## config.mk

```make
export PLATFORM = sky130hd
export DESIGN_NAME = cpi_unit
export DESIGN_NICKNAME = d
export VERILOG_FILES = /design/src/core/cpi_pkg.sv /design/src/core/cpi_sync.sv /design/src/core/cpi_unit.sv
export VERILOG_INCLUDE_DIRS = /design/src /design/src/core
export SDC_FILE = /design/constraint.sdc
export NUM_CORES = 1
export LEC_CHECK = 0
export ABC_AREA = 0
export BUFFER_PORTS_ARGS = -buffer_cell sky130_fd_sc_hd__buf_4
export CORE_ASPECT_RATIO = 0.6
export CORE_MARGIN = 5
export CORE_UTILIZATION = 41
export CTS_BUF_LIST = sky130_fd_sc_hd__clkbuf_4 sky130_fd_sc_hd__clkbuf_8
export DETAILED_ROUTE_END_ITERATION = 8
export RECOVER_POWER = 50
export SLEW_MARGIN = 20
export SYNTH_ARGS = -nofsm -noshare
export SYNTH_HDL_FRONTEND = slang
export SYNTH_HIERARCHICAL = 1
export SYNTH_SLANG_ARGS = --single-unit
```

## constraint.sdc

```tcl
create_clock -name clk_i -period 3.5 [get_ports clk_i]
set_input_delay 0.7 -clock clk_i [delete_from_list [all_inputs] [get_ports clk_i]]
set_output_delay 0.7 -clock clk_i [all_outputs]
set_load 0.01 [all_outputs]
```

## src/core/cpi_params.svh

```systemverilog
`ifndef CPI_PARAMS_SVH
`define CPI_PARAMS_SVH

// ==========================================================
// Register addresses
`define CPI_ADDR_CONTROL_ZERO 8'hC8
`define CPI_ADDR_CONTROL_ONE 8'hF9
`define CPI_ADDR_FLAGS 8'hE9
`define CPI_ADDR_ENABLES 8'hC9
`define CPI_ADDR_ENCODE 8'hDE

// ==========================================================
// Field positions
`define CPI_BIT_LATCH_TRIGGER 7
`define CPI_BIT_LOOP_START 7
`define CPI_BIT_MODE_HIGH 1
`define CPI_BIT_MODE_LOW 0
`define CPI_DIV_MSB 3
`define CPI_BIT_OVERFLOW 7
`define CPI_BIT_RESERVED 2
`define CPI_BIT_CAPTURE_A 0
`define CPI_BIT_CAPTURE_B 1
`define CPI_BIT_COMPARE_A 3
`define CPI_BIT_COMPARE_B 4
`define CPI_BIT_COMPARE_C 5
`define CPI_BIT_COMPARE_D 6

// ==========================================================
// Reset values and constants
`define CPI_RST_BYTE 8'h00
`define CPI_RST_DIV 4'h0
`define CPI_RST_MODE 2'h0
`define CPI_SYNC_WIDTH 8
`define CPI_LOOP_MULT 32
`define CPI_FLAG_MASK 8'hFB

`endif

```

## src/core/cpi_pkg.sv

```systemverilog
package cpi_pkg;
  typedef logic [7:0] cpi_byte_t;
  typedef logic [2:0] cpi_code_t;
  typedef enum logic [1:0]
  {
    CPI_LT_IDLE = 2'b01,
    CPI_LT_PEND = 2'b10
  } cpi_latch_state_t;
endpackage : cpi_pkg

```

## src/core/cpi_sync.sv

```systemverilog
`timescale 1ns/1ps
`include "cpi_params.svh"

module cpi_sync
(
  input wire logic clk_i,
  input wire logic reset_n_i,
  input wire logic [`CPI_SYNC_WIDTH-1:0] async_i,
  output logic [`CPI_SYNC_WIDTH-1:0] sync_o
);
  wire [`CPI_SYNC_WIDTH-1:0] stage_two_w;

  // ==========================================================
  // Two stages; first stage feeds only the second
  // Per-bit flops keep each process owning whole variables
  genvar g;
  generate
    for (g = 0; g < `CPI_SYNC_WIDTH; g = g + 1)
    begin : g_bit
      logic one_r;
      logic two_r;
      always_ff @(posedge clk_i or negedge reset_n_i)
      begin
        if (!reset_n_i)
        begin
          one_r <= 1'b0;
          two_r <= 1'b0;
        end
        else
        begin
          one_r <= async_i[g];
          two_r <= one_r;
        end
      end
      assign stage_two_w[g] = two_r;
    end
  endgenerate

  assign sync_o = stage_two_w;
endmodule : cpi_sync

```

## src/core/cpi_unit.sv

```systemverilog
// Summary of operation
// - Loop multiplies 0.5-1 MHz reference by 32
// - Reference is clock over divider plus one
// - Timer clock then lies 16 to 32 MHz
// - Top value sets period up to 16 bits
// - Basic mode trigger latches now, reads zero
// - PWM trigger waits overflow, reads one pending
// - Same trigger latches compare shadow registers too
// - Start bit reads one only after lock
// - Timer events are synchronised into cpu clock
// - Seven sources share one interrupt vector
// - Each flag gated by its enable first
// - Fixed priority overflow down to compare D
// - Three bit code reports highest pending source
// - Flags set by event, cleared writing zero
`timescale 1ns/1ps
`include "cpi_params.svh"

module cpi_unit
  import cpi_pkg::*;
(
  input wire logic clk_i,
  input wire logic reset_n_i,
  input wire logic [7:0] sfr_addr_i,
  input wire logic sfr_wr_i,
  input wire logic sfr_rd_i,
  input wire cpi_pkg::cpi_byte_t sfr_wdata_i,
  output cpi_pkg::cpi_byte_t sfr_rdata_o,
  input wire logic [`CPI_SYNC_WIDTH-1:0] event_toggle_i,
  input wire logic loop_locked_i,
  output logic loop_start_lock_o,
  output logic loop_ref_tick_o,
  output logic [1:0] timer_mode_o,
  output logic shadow_load_o,
  output logic shadow_pending_o,
  output logic interrupt_o
);
  import cpi_pkg::*;

  // ==========================================================
  // Priority encoder
  function automatic cpi_code_t encode_source(input cpi_byte_t pend);
    cpi_code_t code;
    code = 3'h0;
    if (pend[`CPI_BIT_OVERFLOW]) code = 3'h7;
    else if (pend[`CPI_BIT_CAPTURE_A]) code = 3'h6;
    else if (pend[`CPI_BIT_CAPTURE_B]) code = 3'h5;
    else if (pend[`CPI_BIT_COMPARE_A]) code = 3'h4;
    else if (pend[`CPI_BIT_COMPARE_B]) code = 3'h3;
    else if (pend[`CPI_BIT_COMPARE_C]) code = 3'h2;
    else if (pend[`CPI_BIT_COMPARE_D]) code = 3'h1;
    return code;
  endfunction : encode_source

  function automatic logic hit(input logic [7:0] addr, input logic [7:0] target);
    return addr == target;
  endfunction : hit

  // ==========================================================
  // Crossing from the timer domain
  logic [`CPI_SYNC_WIDTH-1:0] raw_in;
  logic [`CPI_SYNC_WIDTH-1:0] synced;
  logic [`CPI_SYNC_WIDTH-1:0] seen_r;
  logic [`CPI_SYNC_WIDTH-1:0] seen_nxt;
  cpi_byte_t event_pulse;
  logic lock_seen;

  // Reserved flag slot carries the lock level through the same stages
  always_comb
  begin
    raw_in = event_toggle_i;
    raw_in[`CPI_BIT_RESERVED] = loop_locked_i;
  end

  cpi_sync u_sync
  (
    .clk_i(clk_i),
    .reset_n_i(reset_n_i),
    .async_i(raw_in),
    .sync_o(synced)
  );

  always_comb
  begin
    seen_nxt = synced;
    event_pulse = (synced ^ seen_r) & `CPI_FLAG_MASK;
    lock_seen = synced[`CPI_BIT_RESERVED];
  end

  always_ff @(posedge clk_i or negedge reset_n_i)
  begin
    if (!reset_n_i)
      seen_r <= `CPI_RST_BYTE;
    else
      seen_r <= seen_nxt;
  end

  // ==========================================================
  // Control registers
  logic wr_ctl0;
  logic wr_ctl1;
  logic wr_flags;
  logic wr_enables;
  logic loop_start_r;
  logic loop_start_nxt;
  logic [1:0] mode_r;
  logic [1:0] mode_nxt;
  logic [`CPI_DIV_MSB:0] div_r;
  logic [`CPI_DIV_MSB:0] div_nxt;
  cpi_byte_t enable_r;
  cpi_byte_t enable_nxt;

  always_comb
  begin
    wr_ctl0 = sfr_wr_i && hit(sfr_addr_i, `CPI_ADDR_CONTROL_ZERO);
    wr_ctl1 = sfr_wr_i && hit(sfr_addr_i, `CPI_ADDR_CONTROL_ONE);
    wr_flags = sfr_wr_i && hit(sfr_addr_i, `CPI_ADDR_FLAGS);
    wr_enables = sfr_wr_i && hit(sfr_addr_i, `CPI_ADDR_ENABLES);
    loop_start_nxt = loop_start_r;
    mode_nxt = mode_r;
    div_nxt = div_r;
    enable_nxt = enable_r;
    if (wr_ctl0)
    begin
      loop_start_nxt = sfr_wdata_i[`CPI_BIT_LOOP_START];
      mode_nxt = sfr_wdata_i[`CPI_BIT_MODE_HIGH:`CPI_BIT_MODE_LOW];
    end
    if (wr_ctl1)
      div_nxt = sfr_wdata_i[`CPI_DIV_MSB:0];
    if (wr_enables)
      enable_nxt = sfr_wdata_i & `CPI_FLAG_MASK;
  end

  always_ff @(posedge clk_i or negedge reset_n_i)
  begin
    if (!reset_n_i)
    begin
      loop_start_r <= 1'b0;
      mode_r <= `CPI_RST_MODE;
      div_r <= `CPI_RST_DIV;
      enable_r <= `CPI_RST_BYTE;
    end
    else
    begin
      loop_start_r <= loop_start_nxt;
      mode_r <= mode_nxt;
      div_r <= div_nxt;
      enable_r <= enable_nxt;
    end
  end

  // ==========================================================
  // Reference divider
  // Multiplier itself is analog; only its reference is made here
  logic [`CPI_DIV_MSB:0] ref_cnt_r;
  logic [`CPI_DIV_MSB:0] ref_cnt_nxt;
  logic ref_tick_r;
  logic ref_tick_nxt;

  always_comb
  begin
    ref_cnt_nxt = ref_cnt_r + 4'h1;
    ref_tick_nxt = 1'b0;
    if (!loop_start_r)
      ref_cnt_nxt = `CPI_RST_DIV;
    else if (ref_cnt_r >= div_r)
    begin
      ref_cnt_nxt = `CPI_RST_DIV;
      ref_tick_nxt = 1'b1;
    end
  end

  always_ff @(posedge clk_i or negedge reset_n_i)
  begin
    if (!reset_n_i)
    begin
      ref_cnt_r <= `CPI_RST_DIV;
      ref_tick_r <= 1'b0;
    end
    else
    begin
      ref_cnt_r <= ref_cnt_nxt;
      ref_tick_r <= ref_tick_nxt;
    end
  end

  // ==========================================================
  // Shadow latch trigger
  cpi_latch_state_t latch_r;
  cpi_latch_state_t latch_nxt;
  logic load_r;
  logic load_nxt;
  logic trigger_wr;
  logic pwm_mode;

  always_comb
  begin
    trigger_wr = wr_ctl1 && sfr_wdata_i[`CPI_BIT_LATCH_TRIGGER];
    pwm_mode = mode_r[`CPI_BIT_MODE_HIGH];
    latch_nxt = latch_r;
    load_nxt = 1'b0;
    case (latch_r)
      CPI_LT_IDLE:
      begin
        if (trigger_wr && !pwm_mode)
          load_nxt = 1'b1;
        else if (trigger_wr)
          latch_nxt = CPI_LT_PEND;
      end
      CPI_LT_PEND:
      begin
        if (event_pulse[`CPI_BIT_OVERFLOW])
        begin
          load_nxt = 1'b1;
          latch_nxt = CPI_LT_IDLE;
        end
      end
      default:
        latch_nxt = CPI_LT_IDLE;
    endcase
  end

  always_ff @(posedge clk_i or negedge reset_n_i)
  begin
    if (!reset_n_i)
    begin
      latch_r <= CPI_LT_IDLE;
      load_r <= 1'b0;
    end
    else
    begin
      latch_r <= latch_nxt;
      load_r <= load_nxt;
    end
  end

  // ==========================================================
  // Flags, encoder and read data
  cpi_byte_t flag_r;
  cpi_byte_t flag_nxt;
  cpi_byte_t pending;
  cpi_byte_t rdata_r;
  cpi_byte_t rdata_nxt;
  logic irq_r;
  logic irq_nxt;

  always_comb
  begin
    flag_nxt = flag_r;
    if (wr_flags)
      flag_nxt = flag_r & sfr_wdata_i;
    flag_nxt = (flag_nxt | event_pulse) & `CPI_FLAG_MASK;
    pending = flag_r & enable_r;
    irq_nxt = |(flag_nxt & enable_nxt);
    rdata_nxt = `CPI_RST_BYTE;
    if (sfr_rd_i)
    begin
      if (hit(sfr_addr_i, `CPI_ADDR_CONTROL_ZERO))
      begin
        rdata_nxt[`CPI_BIT_LOOP_START] = loop_start_r && lock_seen;
        rdata_nxt[`CPI_BIT_MODE_HIGH:`CPI_BIT_MODE_LOW] = mode_r;
      end
      else if (hit(sfr_addr_i, `CPI_ADDR_CONTROL_ONE))
      begin
        rdata_nxt[`CPI_DIV_MSB:0] = div_r;
        rdata_nxt[`CPI_BIT_LATCH_TRIGGER] = (latch_r == CPI_LT_PEND);
      end
      else if (hit(sfr_addr_i, `CPI_ADDR_FLAGS))
        rdata_nxt = flag_r;
      else if (hit(sfr_addr_i, `CPI_ADDR_ENABLES))
        rdata_nxt = enable_r;
      else if (hit(sfr_addr_i, `CPI_ADDR_ENCODE))
        rdata_nxt[2:0] = encode_source(pending);
    end
  end

  always_ff @(posedge clk_i or negedge reset_n_i)
  begin
    if (!reset_n_i)
    begin
      flag_r <= `CPI_RST_BYTE;
      rdata_r <= `CPI_RST_BYTE;
      irq_r <= 1'b0;
    end
    else
    begin
      flag_r <= flag_nxt;
      rdata_r <= rdata_nxt;
      irq_r <= irq_nxt;
    end
  end

  // ==========================================================
  // Outputs
  assign sfr_rdata_o = rdata_r;
  assign loop_start_lock_o = loop_start_r;
  assign loop_ref_tick_o = ref_tick_r;
  assign timer_mode_o = mode_r;
  // Load strobe moves the 16-bit top value pair with the compares
  assign shadow_load_o = load_r;
  // One-hot bit of the pending state, straight from its flop
  assign shadow_pending_o = latch_r[1];
  assign interrupt_o = irq_r;
endmodule : cpi_unit

```

; ---- After elaboration in Yosys (flattened, before gate mapping)
; Index checks and enable logic that the tools add are counted.
[totals]
regBits = 63
inputBits = 29
elab_cells = 86
[op_classes]
add_sub_neg = 1
magnitude_cmp = 1
n_eq_ne = 10
mux = 31
bitwise = 5
n_reduce_logical = 10
[op_table]
columns = op, n
row1 = $eq A8 B8 Y1 const B, 5
row2 = $mux W8, 4
row3 = $mux W3, 9
row4 = $and A8 B8 Y8, 3
row5 = $mux W4, 3
row6 = $mux W5, 2
row7 = $mux W2, 4
row8 = $or A8 B8 Y8, 1
row9 = $reduce_or A8 Y1, 1
row10 = $xor A8 B8 Y8, 1
row11 = $logic_and A1 B1 Y1, 7
row12 = $mux W1, 7
row13 = $ne A2 B2 Y1 const B, 3
row14 = $add A4 B1 Y4 const B, 1
row15 = $ge A4 B4 Y1, 1
row16 = $pmux W2 S2, 1
row17 = $reduce_and A3 Y1, 1
row18 = $eq A2 B1 Y1 const B, 1
row19 = $eq A2 B2 Y1 const B, 1
row20 = $pmux W1 S2, 1
row21 = $logic_not A1 Y1, 1

; ---- Logic depth before layout (Yosys ltp)
; Gate-level depths: netlist of the first run.
[depth]
ltp_word = 14
ltp_mapped = 8
ltp_nobuf = 8

; ---- By module
; Netlist of the first run, hierarchy kept.
[by_module_without_submodules]
columns = mod, n_inst, cells_each, area_each_um2, seq_area_each_um2
row1 = cpi_unit, 1, 189, 2070.7, 1127.3
row2 = cpi_sync, 1, 24, 460.4, 400.4

; ---- Worst setup path after synthesis of the first run
; No wires, ideal clock.
[synth_path]
path_kind = input port to flip-flop
start = input sfr_addr_i[1]
end = register irq_r, in the netlist interrupt_o
setup_time_ns = 0.143
arrival_time_ns = 1.849
setup_slack_ns = 1.508
cell_stages = 5
cell_sequence = and4bb_4 nand3_4 mux2_2 a222oi_1 nand4_1
[synth_lines]
columns = element, line
row1 = start: declaration, cpi_unit.sv:24  ; input wire logic [7:0] sfr_addr_i,
row2 = $eq A8 B8 Y1, cpi_unit.sv:56  ; return addr == target;
row3 = $logic_and A1 B1 Y1, cpi_unit.sv:118  ; wr_enables = sfr_wr_i && hit(sfr_addr_i, `CPI_ADDR_ENABLES);
row4 = $mux W8, cpi_unit.sv:130  ; if (wr_enables)
row5 = net enable_nxt[3], cpi_unit.sv:111  ; cpi_byte_t enable_nxt;
row6 = $and A8 B8 Y8, cpi_unit.sv:254  ; irq_nxt = |(flag_nxt & enable_nxt);
row7 = $reduce_or A8 Y1, cpi_unit.sv:254
row8 = net irq_nxt, cpi_unit.sv:245  ; logic irq_nxt;
row9 = end signal: assignment, cpi_unit.sv:289  ; irq_r <= irq_nxt;
row10 = end: declaration, cpi_unit.sv:244  ; logic irq_r;
; The timed path passes the listed nets, and every way through them passes these cells.
; A chain may end at the register's enable or synchronous reset.

; ---- Final worst setup path of the first run
[layout_path]
start = input sfr_addr_i[1]
end = register irq_r, in the netlist interrupt_o
[layout_via]
elab_chain_len = 6
[layout_rtl]
columns = element, line
row1 = $eq A8 B8 Y1, cpi_unit.sv:56
row2 = $logic_and A1 B1 Y1, cpi_unit.sv:117  ; wr_flags = sfr_wr_i && hit(sfr_addr_i, `CPI_ADDR_FLAGS);
row3 = $mux W8, cpi_unit.sv:250  ; if (wr_flags)
row4 = $or A8 B8 Y8, cpi_unit.sv:252  ; flag_nxt = (flag_nxt | event_pulse) & `CPI_FLAG_MASK;
row5 = net flag_nxt[3], cpi_unit.sv:240  ; cpi_byte_t flag_nxt;
row6 = $and A8 B8 Y8, cpi_unit.sv:254
row7 = $reduce_or A8 Y1, cpi_unit.sv:254
row8 = net irq_nxt, cpi_unit.sv:245
; The timed path passes the listed nets, and every way through them passes these cells.

==> results of run 1 <==
## logic make-up after synthesis
logic type	synth area share, %
AND/OR/NAND/NOR	13.89
XOR/XNOR	3.114
AO/OA/AOI/OAI	10.48
adder cells (fa/ha/maj)	3.460
flip-flops	60.36
buffers and inverters	3.806
multiplexers	4.894
## routing by layer
metal / routed length (um) / share of wire (%) / GRT usage [%]
met4: 44 / 0.86 / 5.263
met5: 0 / 0 / 0
met3: 328 / 6.4 / 5.983
met2: 1991 / 39 / 16.70
met1: 2730 / 54 / 20.95
## placed cells by master, fill, tap and decap left out, drive strengths merged, types with 2 or more instances in the layout
master	instances
and3	4
nand3	9
a22oi	9
dfrtp	60
clkinv	2
a21o	3
xnor2	8
o21ai	16
clkbuf	21
a31oi	2
nor2	11
nand2b	4
buf	33
and2	3
a21oi	7
ha	7
mux2	11
nand2	25
inv	7
nand4	2
a222oi	2
## power groups by stage
| stage | registers (mW) | logic, mW | clock network [mW] |
|---|---|---|---|
| 2_1_floorplan | 0.760 | 0.0523 | 0 |
| 3_3_place_gp | 0.763 | 0.109 | 0 |
| 3_5_place_dp | 0.764 | 0.109 | 0 |
| 4_1_cts | 0.751 | 0.110 | 0.651 |
| 5_1_grt | 0.754 | 0.121 | 0.693 |
| 6_report | 0.751 | 0.107 | 0.628 |
## state kept, by name (all words and copies together) (netlist names), 2 cells and up
signal              count
timer_mode_o            2
div_r                   4
ref_cnt_r               4
seen_r                  7
sfr_rdata_o             8
enable_r                7
u_sync/g_bit.two_r      8
u_sync/g_bit.one_r      8
latch_r                 2
flag_r                  7
## metrics by stage
step	hold WS, ns	cell area (um2)
final	0.3477	3085
after global routing	0.3545	3085
after CTS	0.3487	3088
after detailed placement	0.3347	2882
after global placement	0.3322	2882
after floorplan	0.3312	2531
## Yosys cell counts, types with 2 or more instances
| cell | number | share of area [%] |
|---|---|---|
| dfrtp_1 | 60 | 59 |
| nand2_1 | 25 | 3.7 |
| o21ai_0 | 16 | 3.2 |
| mux2_2 | 11 | 4.9 |
| nor2_1 | 11 | 1.6 |
| a22oi_1 | 9 | 2.7 |
| buf_4 | 8 | 2.4 |
| nand3_1 | 8 | 1.6 |
| xnor2_1 | 8 | 2.8 |
| a21oi_1 | 7 | 1.4 |
| ha_1 | 7 | 3.5 |
| inv_1 | 7 | 1.0 |
| nand2b_1 | 4 | 0.99 |
| a21o_1 | 3 | 0.89 |
| a222oi_1 | 2 | 0.79 |
| a31oi_1 | 2 | 0.49 |
| and2_1 | 2 | 0.49 |
| and3_1 | 2 | 0.49 |
| and3_2 | 2 | 0.59 |
| nand4_1 | 2 | 0.49 |
## layout make-up
type,count,area [um2]
clock inverters,4,47.55
inverters,7,26.28
multi-input cells,135,907.1
clock buffers,12,158.9
repair buffers,42,312.8
well taps,84,105.1
flip-flops and latches,61,1528
fillers,559,2970
## worst min path at each step
stage	to	slack [ns]	from
5_1_grt	u_sync/g_bit[6].two_r	0.35	u_sync/g_bit[6].one_r
6_report	u_sync/g_bit[5].two_r	0.35	u_sync/g_bit[5].one_r
3_5_place_dp	u_sync/g_bit[5].two_r	0.33	u_sync/g_bit[5].one_r
3_3_place_gp	u_sync/g_bit[6].two_r	0.33	u_sync/g_bit[6].one_r
2_1_floorplan	u_sync/g_bit[0].two_r	0.33	u_sync/g_bit[0].one_r
4_1_cts	u_sync/g_bit[5].two_r	0.35	u_sync/g_bit[5].one_r
==> run metrics, run 1 <==
outcome=finished, final reports clean; Unique masters post-synth=37; Pint=around 1.2 mW; DIE HEIGHT=around 71 um; CP max FO=7; Avg Cell Area, Syn=11.88 um2; final slew viol count=0; flop-to-flop setup slack=1.76 ns; CP Launch Point=sfr_addr_i[1]; GRT overflow=0; Skew-Pair Late Insertion Delay=0.33 ns; # diodes=0; period utilization=61.95%; Layout Cells excl Fill=between 300 and 400; Worst Setup Start Kind=input pin; reg2reg end=ref_cnt_r[3]; worst path buffer plus inverter count=1; maximum clock path buffer count=2; setup ws final=1.332 ns; Worst Tran Pin Value=between 1 and 1.5 ns; nets=roughly 290; CP max stage cell=and4bb_4; TritonRoute pass-1 iters=4; switching share of total power=21.97%; Final setup violation count=0; crit path capture=interrupt_o; switching power=326.3 uW; WL/cell=14.77 um; Period minus WS final=~2.2 ns; Peak VDD IR=roughly 0.22 mV; Comb pwr share=7.2%; share of post-route cells with drive strength above 1=29.50%; Std-Cell Rows=22; cts hold-fix bufs=0; Post-synth EDFFs=0; CP max stage delay=0.38 ns; die area=7896 um2; net count after synthesis=249; setup TNS=0 ns; PostCTS Resize Cnt=0; Worst setup EP type=flip-flop; leak pwr=1.435 nW; worst clock skew=about 0.0066 ns; GR Util All Layers=13.75%; MaxCap Viol Count=0; io pins=between 40 and 50; CTS H-tree lvls=3; Mapped Cells=213; Seq/Total Area, Yosys=60.36%; initial core utilization=41.80%; largest net degree at the start of global routing=62; r2r startpoint=ref_cnt_r[0]; Place WS=1.009 ns; Layout Utilization=between 50% and 60%; Ys Warns=6; Root Buffer Master=clkbuf_8; final wirelength=between 5000 and 6000 um; GP Congestion=0.7738; synthesized area=2531 um2; core area=6056 um2; flops & latches, synth=61; CTS tree=built; port buffer count=42; Max Freq=approximately 460 MHz; Detail Route Antenna Nets=0; Via density=slightly below 5; overall power=approximately 1.5 mW; RSZ-0062 raised after global routing=false; first-pass GRT wire length=between 8000 and 9000 um; CP Depth=7; Hold Crit Class=reg -> reg; sequential power share=50.6%; # clock sinks=61; clock share of power=42.3%; Critical Path RT=roughly 3.7 ns; CTS buffer count=9; Clk pin slew, worst setup/hold paths=0.06 ns; postcts setup bufs=0; final number of hold-violating endpoints=0; initial antenna violation count=0; crit path DAT=2.35 ns; Die W=about 110 um; total number of vias=around 1,700; dpl cells=329; kind of critical path=in -> reg; detailed placement HPWL=3806 um; most common flop cell mapped by yosys=dfrtp_1; vias in the first global route=1,538; CP cell instances=buf_4 > and4bb_4 > nand3_1 > o21ai_0 > nand2_1 > a222oi_1 > nand4_1; Layout area overhead=21.90%; FF-to-FF path depth=8; asr flop ratio synth=100.0%; Max transition margin=2.987%; PD cells=between 400 and 500 nW/um2; DR DRC count=0; Iter 0 DRT Violations=101; hold path depth=0; delay-heaviest family, CP=simple AND/OR/NAND/NOR gates
Power figures use the tool's default switching activity.
==> inputs of run 2 (changes only) <==
ABC_AREA = 1   (was 0)
clock period = 2.2 ns   (was 3.5 ns; I/O delays follow)
==> run metrics, run 2 <==
GP Congestion=0.8427; Hold WS=~0.23 ns; CTS H-tree lvls=3; # diodes=0; GR Util All Layers=14.55%; Std-Cell Rows=22; share of post-route cells with drive strength above 1=23.17%; synth top area cells=dfrtp_1 56%, nand2_1 11%, inv_1 3.9%; core area=6221 um2; io pins=44; TritonRoute pass-1 iters=4; Mapped Cells=279; initial core utilization=between 40% and 50%; WL/cell=13.30 um; r2r startpoint=ref_cnt_r[1]; cts hold-fix bufs=0; CP max stage delay=0.34 ns; final slew viol count=0; CTS buffer count=9; CP Depth=8; Final setup violation count=0; Synth Area in Compound Gates=under 10%; maximum clock path buffer count=2; Root Buffer Master=clkbuf_8; dpl cells=between 300 and 400; reg2reg end=ref_cnt_r[0]; PostCTS Resize Cnt=0; commonest cells after routing, fill and taps aside=76 x nand2_1, 60 x dfrtp_1, 35 x buf_4, 28 x inv_1; Layout Utilization=between 50% and 60%; Post-synth EDFFs=0; worst path buffer plus inverter count=1; largest net degree at the start of global routing=62; PD cells=818.5 nW/um2; net count after synthesis=approximately 320; Critical Path RT=2.43 ns; Hold Crit Class=in -> reg; RSZ-0062 raised after global routing=false; Detail Route Antenna Nets=0; outcome=finished, final reports clean; Layout fillers=586; Unique masters post-synth=31; Worst setup EP type=flip-flop; mux contribution to synthesized area=0%; DIE HEIGHT=72.63 um; Layout Cells excl Fill=412; initial antenna violation count=0; flop-to-flop setup slack=0.76 ns; Clk pin slew, worst setup/hold paths=0.06 ns; Period minus WS final=about 1.6 ns; Skew-Pair Late Insertion Delay=between 0.3 and 0.4 ns; die area=8306 um2; Peak VDD IR=0.4408 mV; kind of critical path=in -> reg; detailed placement HPWL=about 4100 um; Max transition margin=3.106%; simple logic cell fraction of the synthesized area=21.52%; MaxCap Viol Count=0; hold path depth=1; setup TNS=0 ns; final wirelength=roughly 5500 um; period utilization=72.54%; synthesized area=2680 um2; largest family of logic cells by synthesized area=simple AND/OR/NAND/NOR gates; leak pwr=1.650 nW; placed cell area=3034 um2; CTS tree=built; most common flop cell mapped by yosys=dfrtp_1; worst clock skew=0.004267 ns; Via density=4.663; leading cell type in the layout, fill and taps excluded=nand2_1; Iter 0 DRT Violations=139; CP max stage cell=o21ai_0; Seq/Total Area, Yosys=57.00%; asr flop ratio synth=100.0%; Avg Cell Area, Syn=9.606 um2; postcts setup bufs=0; nets=between 300 and 400; FF-to-FF path depth=6; Final Cell Area=between 3000 and 4000 um2; DR DRC count=0; CP cell instances=buf_4 > nand2_2 > nor3_2 > nand3_2 > o21ai_0 > a21oi_1 > nor2_1 > nand2_1; first-pass GRT wire length=8990 um; share of the synthesized area in the top cell type=56.02%; vias in the first global route=about 1,800; Worst Tran Pin Value=1.453 ns; flops & latches, synth=61; Hold Startpoint=event_toggle_i[7]; post-synth top area cell=dfrtp_1; GRT overflow=0; Hold EP=u_sync/g_bit[7].one_r; total number of vias=1,921; Worst Setup Start Kind=input pin; delay-heaviest family, CP=simple AND/OR/NAND/NOR gates; Post-synth top cells=76 x nand2_1, 60 x dfrtp_1, 28 x inv_1; Die W=114.4 um; Ys Warns=6; crit path DAT=1.83 ns; final number of hold-violating endpoints=0; Max Freq=626.6 MHz; post-synthesis xor/xnor area fraction=2.941%; Synth Area in Adders=3.268%; CP max FO=14; # clock sinks=61; most instantiated library cell after synthesis=nand2_1; Layout area overhead=21.85%; port buffer count=42
[run 2: cell types whose count changed after synthesis, moves of 3 or more]
| cell | before | now |
|---|---|---|
| a21o_1 | 3 | 0 |
| a21oi_1 | 7 | 11 |
| a22oi_1 | 9 | 0 |
| inv_1 | 7 | 28 |
| inv_2 | 0 | 3 |
| mux2_2 | 11 | 0 |
| nand2_1 | 25 | 76 |
| nand2b_1 | 4 | 0 |
| nand4_1 | 2 | 8 |
| nor2_1 | 11 | 14 |
| nor3_1 | 1 | 5 |
| o211ai_1 | 0 | 3 |
| o21ai_1 | 0 | 6 |
[run 2: area by class of cell]
type                    instances  area (um2)  area share [%]
clock buffers                  13       166.4           5.096
repair buffers                 44       327.8           10.04
clock inverters                 3       67.56           2.069
flip-flops and latches         61        1528           46.78
inverters                      31       116.4           3.563
multi-input cells             176       954.7           29.23
well taps                      84       105.1           3.218
[run 2: where the power goes]
part | internal, mW | leakage, nW | switching [mW]
Combinational | 0.126 | 0.802 | 0.176
Sequential | 1.19 | 0.731 | 0.0394
Clock | 0.725 | 0.117 | 0.416
[run 2: worst max-delay path by stage]
stage,start,to,slack (ns)
after global routing,sfr_addr_i[6],interrupt_o,0.45
after CTS,sfr_addr_i[6],interrupt_o,0.62
after floorplan,sfr_addr_i[6],interrupt_o,0.66
final,sfr_addr_i[6],interrupt_o,0.60
after detailed placement,sfr_addr_i[6],interrupt_o,0.25
after global placement,sfr_addr_i[4],interrupt_o,0.27
[run 2: stage by stage]
step,power [mW],setup WS [ns]
finish,2.673,0.6041
global route,2.816,0.4467
CTS,2.715,0.6192
detailed placement,1.558,0.2536
global placement,1.550,0.2729
floorplan,1.426,0.6633
[run 2: logic make-up after synthesis]
group           count (synthesis)
simple gates                  122
flops                          61
buf+inv                        42
compound gates                 38
xor+xnor                        9
fa+ha+maj                       7
[run 2: worst reg2reg max path, cell delays in order, from the launching register on]
cell and delay (ns):
dfrtp_1 0.41, ha_1 0.30, inv_1 0.07, nor2_1 0.04, o211ai_1 0.20, nand4_1 0.21
nor2_1 0.15
[run 2: routing by layer]
| layer | routed length [um] | track usage, % |
|---|---|---|
| met5 | 0 | 0 |
| met4 | 72 | 5.138 |
| met3 | 443 | 6.462 |
| met2 | 2171 | 19.46 |
| met1 | 2790 | 20.75 |
==> inputs of run 3 (changes only) <==
clock period = 1.45 ns   (was 2.2 ns; I/O delays follow)
==> run metrics, run 3 (synthesis gave the netlist of run 2 again) <==
outcome=finished, final reports clean; Layout Utilization=55.87%; final wirelength=around 5800 um; worst clock skew=0.005468 ns; crit path DAT=1.70 ns; Die W=114.4 um; GR Util All Layers=about 15%; Period minus WS final=1.442 ns; CTS buffer count=9; nets=between 300 and 400; CP max FO=4; Final setup violation count=0; RSZ-0062 raised after global routing=true; DIE HEIGHT=72.63 um; reg2reg end=ref_cnt_r[2]; final slew viol count=0; period utilization=99.47%; worst path buffer plus inverter count=1; Skew-Pair Late Insertion Delay=0.33 ns; leading cell type in the layout, fill and taps excluded=nand2_1; Hold Crit Class=in -> reg; CP max stage cell=dfrtp_1; final number of hold-violating endpoints=0; Hold Startpoint=event_toggle_i[5]; Max Freq=693.3 MHz; CTS H-tree lvls=3; detailed placement HPWL=4367 um; core area=slightly above 6000 um2; CTS tree=built; GP Congestion=0.8160; WL/cell=~13 um; Place WS=-0.1747 ns; setup ws final=approximately 0.0077 ns; initial core utilization=a little over two fifths; Critical Path RT=around 1.7 ns; die area=8306 um2; TritonRoute pass-1 iters=5; commonest cells after routing, fill and taps aside=76 x nand2_1, 60 x dfrtp_1, 57 x buf_4, 26 x inv_1, 14 x o21ai_0; Worst Tran Pin Value=0.5614 ns; Clk pin slew, worst setup/hold paths=0.07 ns; Max transition margin=a little over three fifths; GRT overflow=0; leak pwr=1.765 nW; Hold WS=0.07854 ns; FF-to-FF path depth=6; # clock sinks=61; Detail Route Antenna Nets=0; r2r startpoint=ref_cnt_r[1]; largest net degree at the start of global routing=40; first-pass GRT wire length=9370 um; Most Crowded Layer GR=met1; MaxCap Viol Count=0; # diodes=0; initial antenna violation count=0; total number of vias=2,057; Worst setup EP type=flip-flop; overall power=4.084 mW; Peak VDD IR=0.7406 mV; CP max stage delay=0.43 ns; DR DRC count=0; hold path depth=1; Via density=4.707; Hold EP=u_sync/g_bit[5].one_r; CP cell instances=ha_4 > inv_2 > nor2_2 > o211ai_1 > nand4_1 > nor2_1; PD cells=1175 nW/um2; Worst Setup Start Kind=flip-flop; share of post-route cells with drive strength above 1=between 20 and 30%; Iter 0 DRT Violations=103; grt met2 use=19.26%; io pins=44; met1 Track Usage GR=roughly 22%; delay-heaviest family, CP=flip-flops; flop-to-flop setup slack=between 0.007 and 0.008 ns; maximum clock path buffer count=2; Layout area overhead=29.69%; dpl cells=417; kind of critical path=reg -> reg; port buffer count=42; met3 GRT Util=roughly 5.4%; Layout Cells excl Fill=437; Std-Cell Rows=22; Root Buffer Master=clkbuf_8; vias in the first global route=1,938
## run 3: layout make-up
| class | count | area (um2) |
|---|---|---|
| fill | 577 | 2745 |
| sequential | 61 | 1528 |
| multi-input combinational | 176 | 973.4 |
| timing repair buffer | 69 | 518.0 |
| clock buffer | 13 | 166.4 |
| inverter | 31 | 116.4 |
| tap | 84 | 105.1 |
| clock inverter | 3 | 68.82 |
## run 3: worst max-delay path by stage
stage	cells past startpoint	to	start	slack [ns]
global route	6	ref_cnt_r[3]	ref_cnt_r[1]	-0.11
CTS	7	ref_cnt_r[2]	div_r[1]	0.03
finish	6	ref_cnt_r[2]	ref_cnt_r[1]	0.008
detailed placement	12	interrupt_o	sfr_addr_i[2]	-0.17
global placement	9	interrupt_o	sfr_addr_i[4]	-0.14
floorplan	8	interrupt_o	sfr_addr_i[6]	0.06
## run 3: routing by layer
metal  vias up  wire length, um
li1       1032                -
met1       947             2895
met2        71             2383
met5         -                0
met3         7              469
met4         0               51
## run 3: timing repair
action,CTS,global route
gates resized for setup,0,5
endpoints found under the hold margin,21,0
setup endpoints to repair,0,5
buffers inserted,0,3
hold buffers,1,0
## run 3: worst register-to-register path, cell delays in order (launching register included)
cell and delay (ns):
dfrtp_1 0.43, ha_4 0.26, inv_2 0.06, nor2_2 0.03
o211ai_1 0.21, nand4_1 0.23, nor2_1 0.16
## run 3: metrics by stage
stage	TNS, ns	instance area (um2)
2_1_floorplan	0	2680
3_3_place_gp	-1.039	3204
3_5_place_dp	-1.309	3204
4_1_cts	0	3450
5_1_grt	-0.3897	3476
6_report	0	3476
## run 3: where the power goes
group	leakage [nW]	internal, mW	switching [mW]
Clock	0.121	1.10	0.621
Sequential	0.731	1.81	0.0614
Combinational	0.913	0.217	0.275
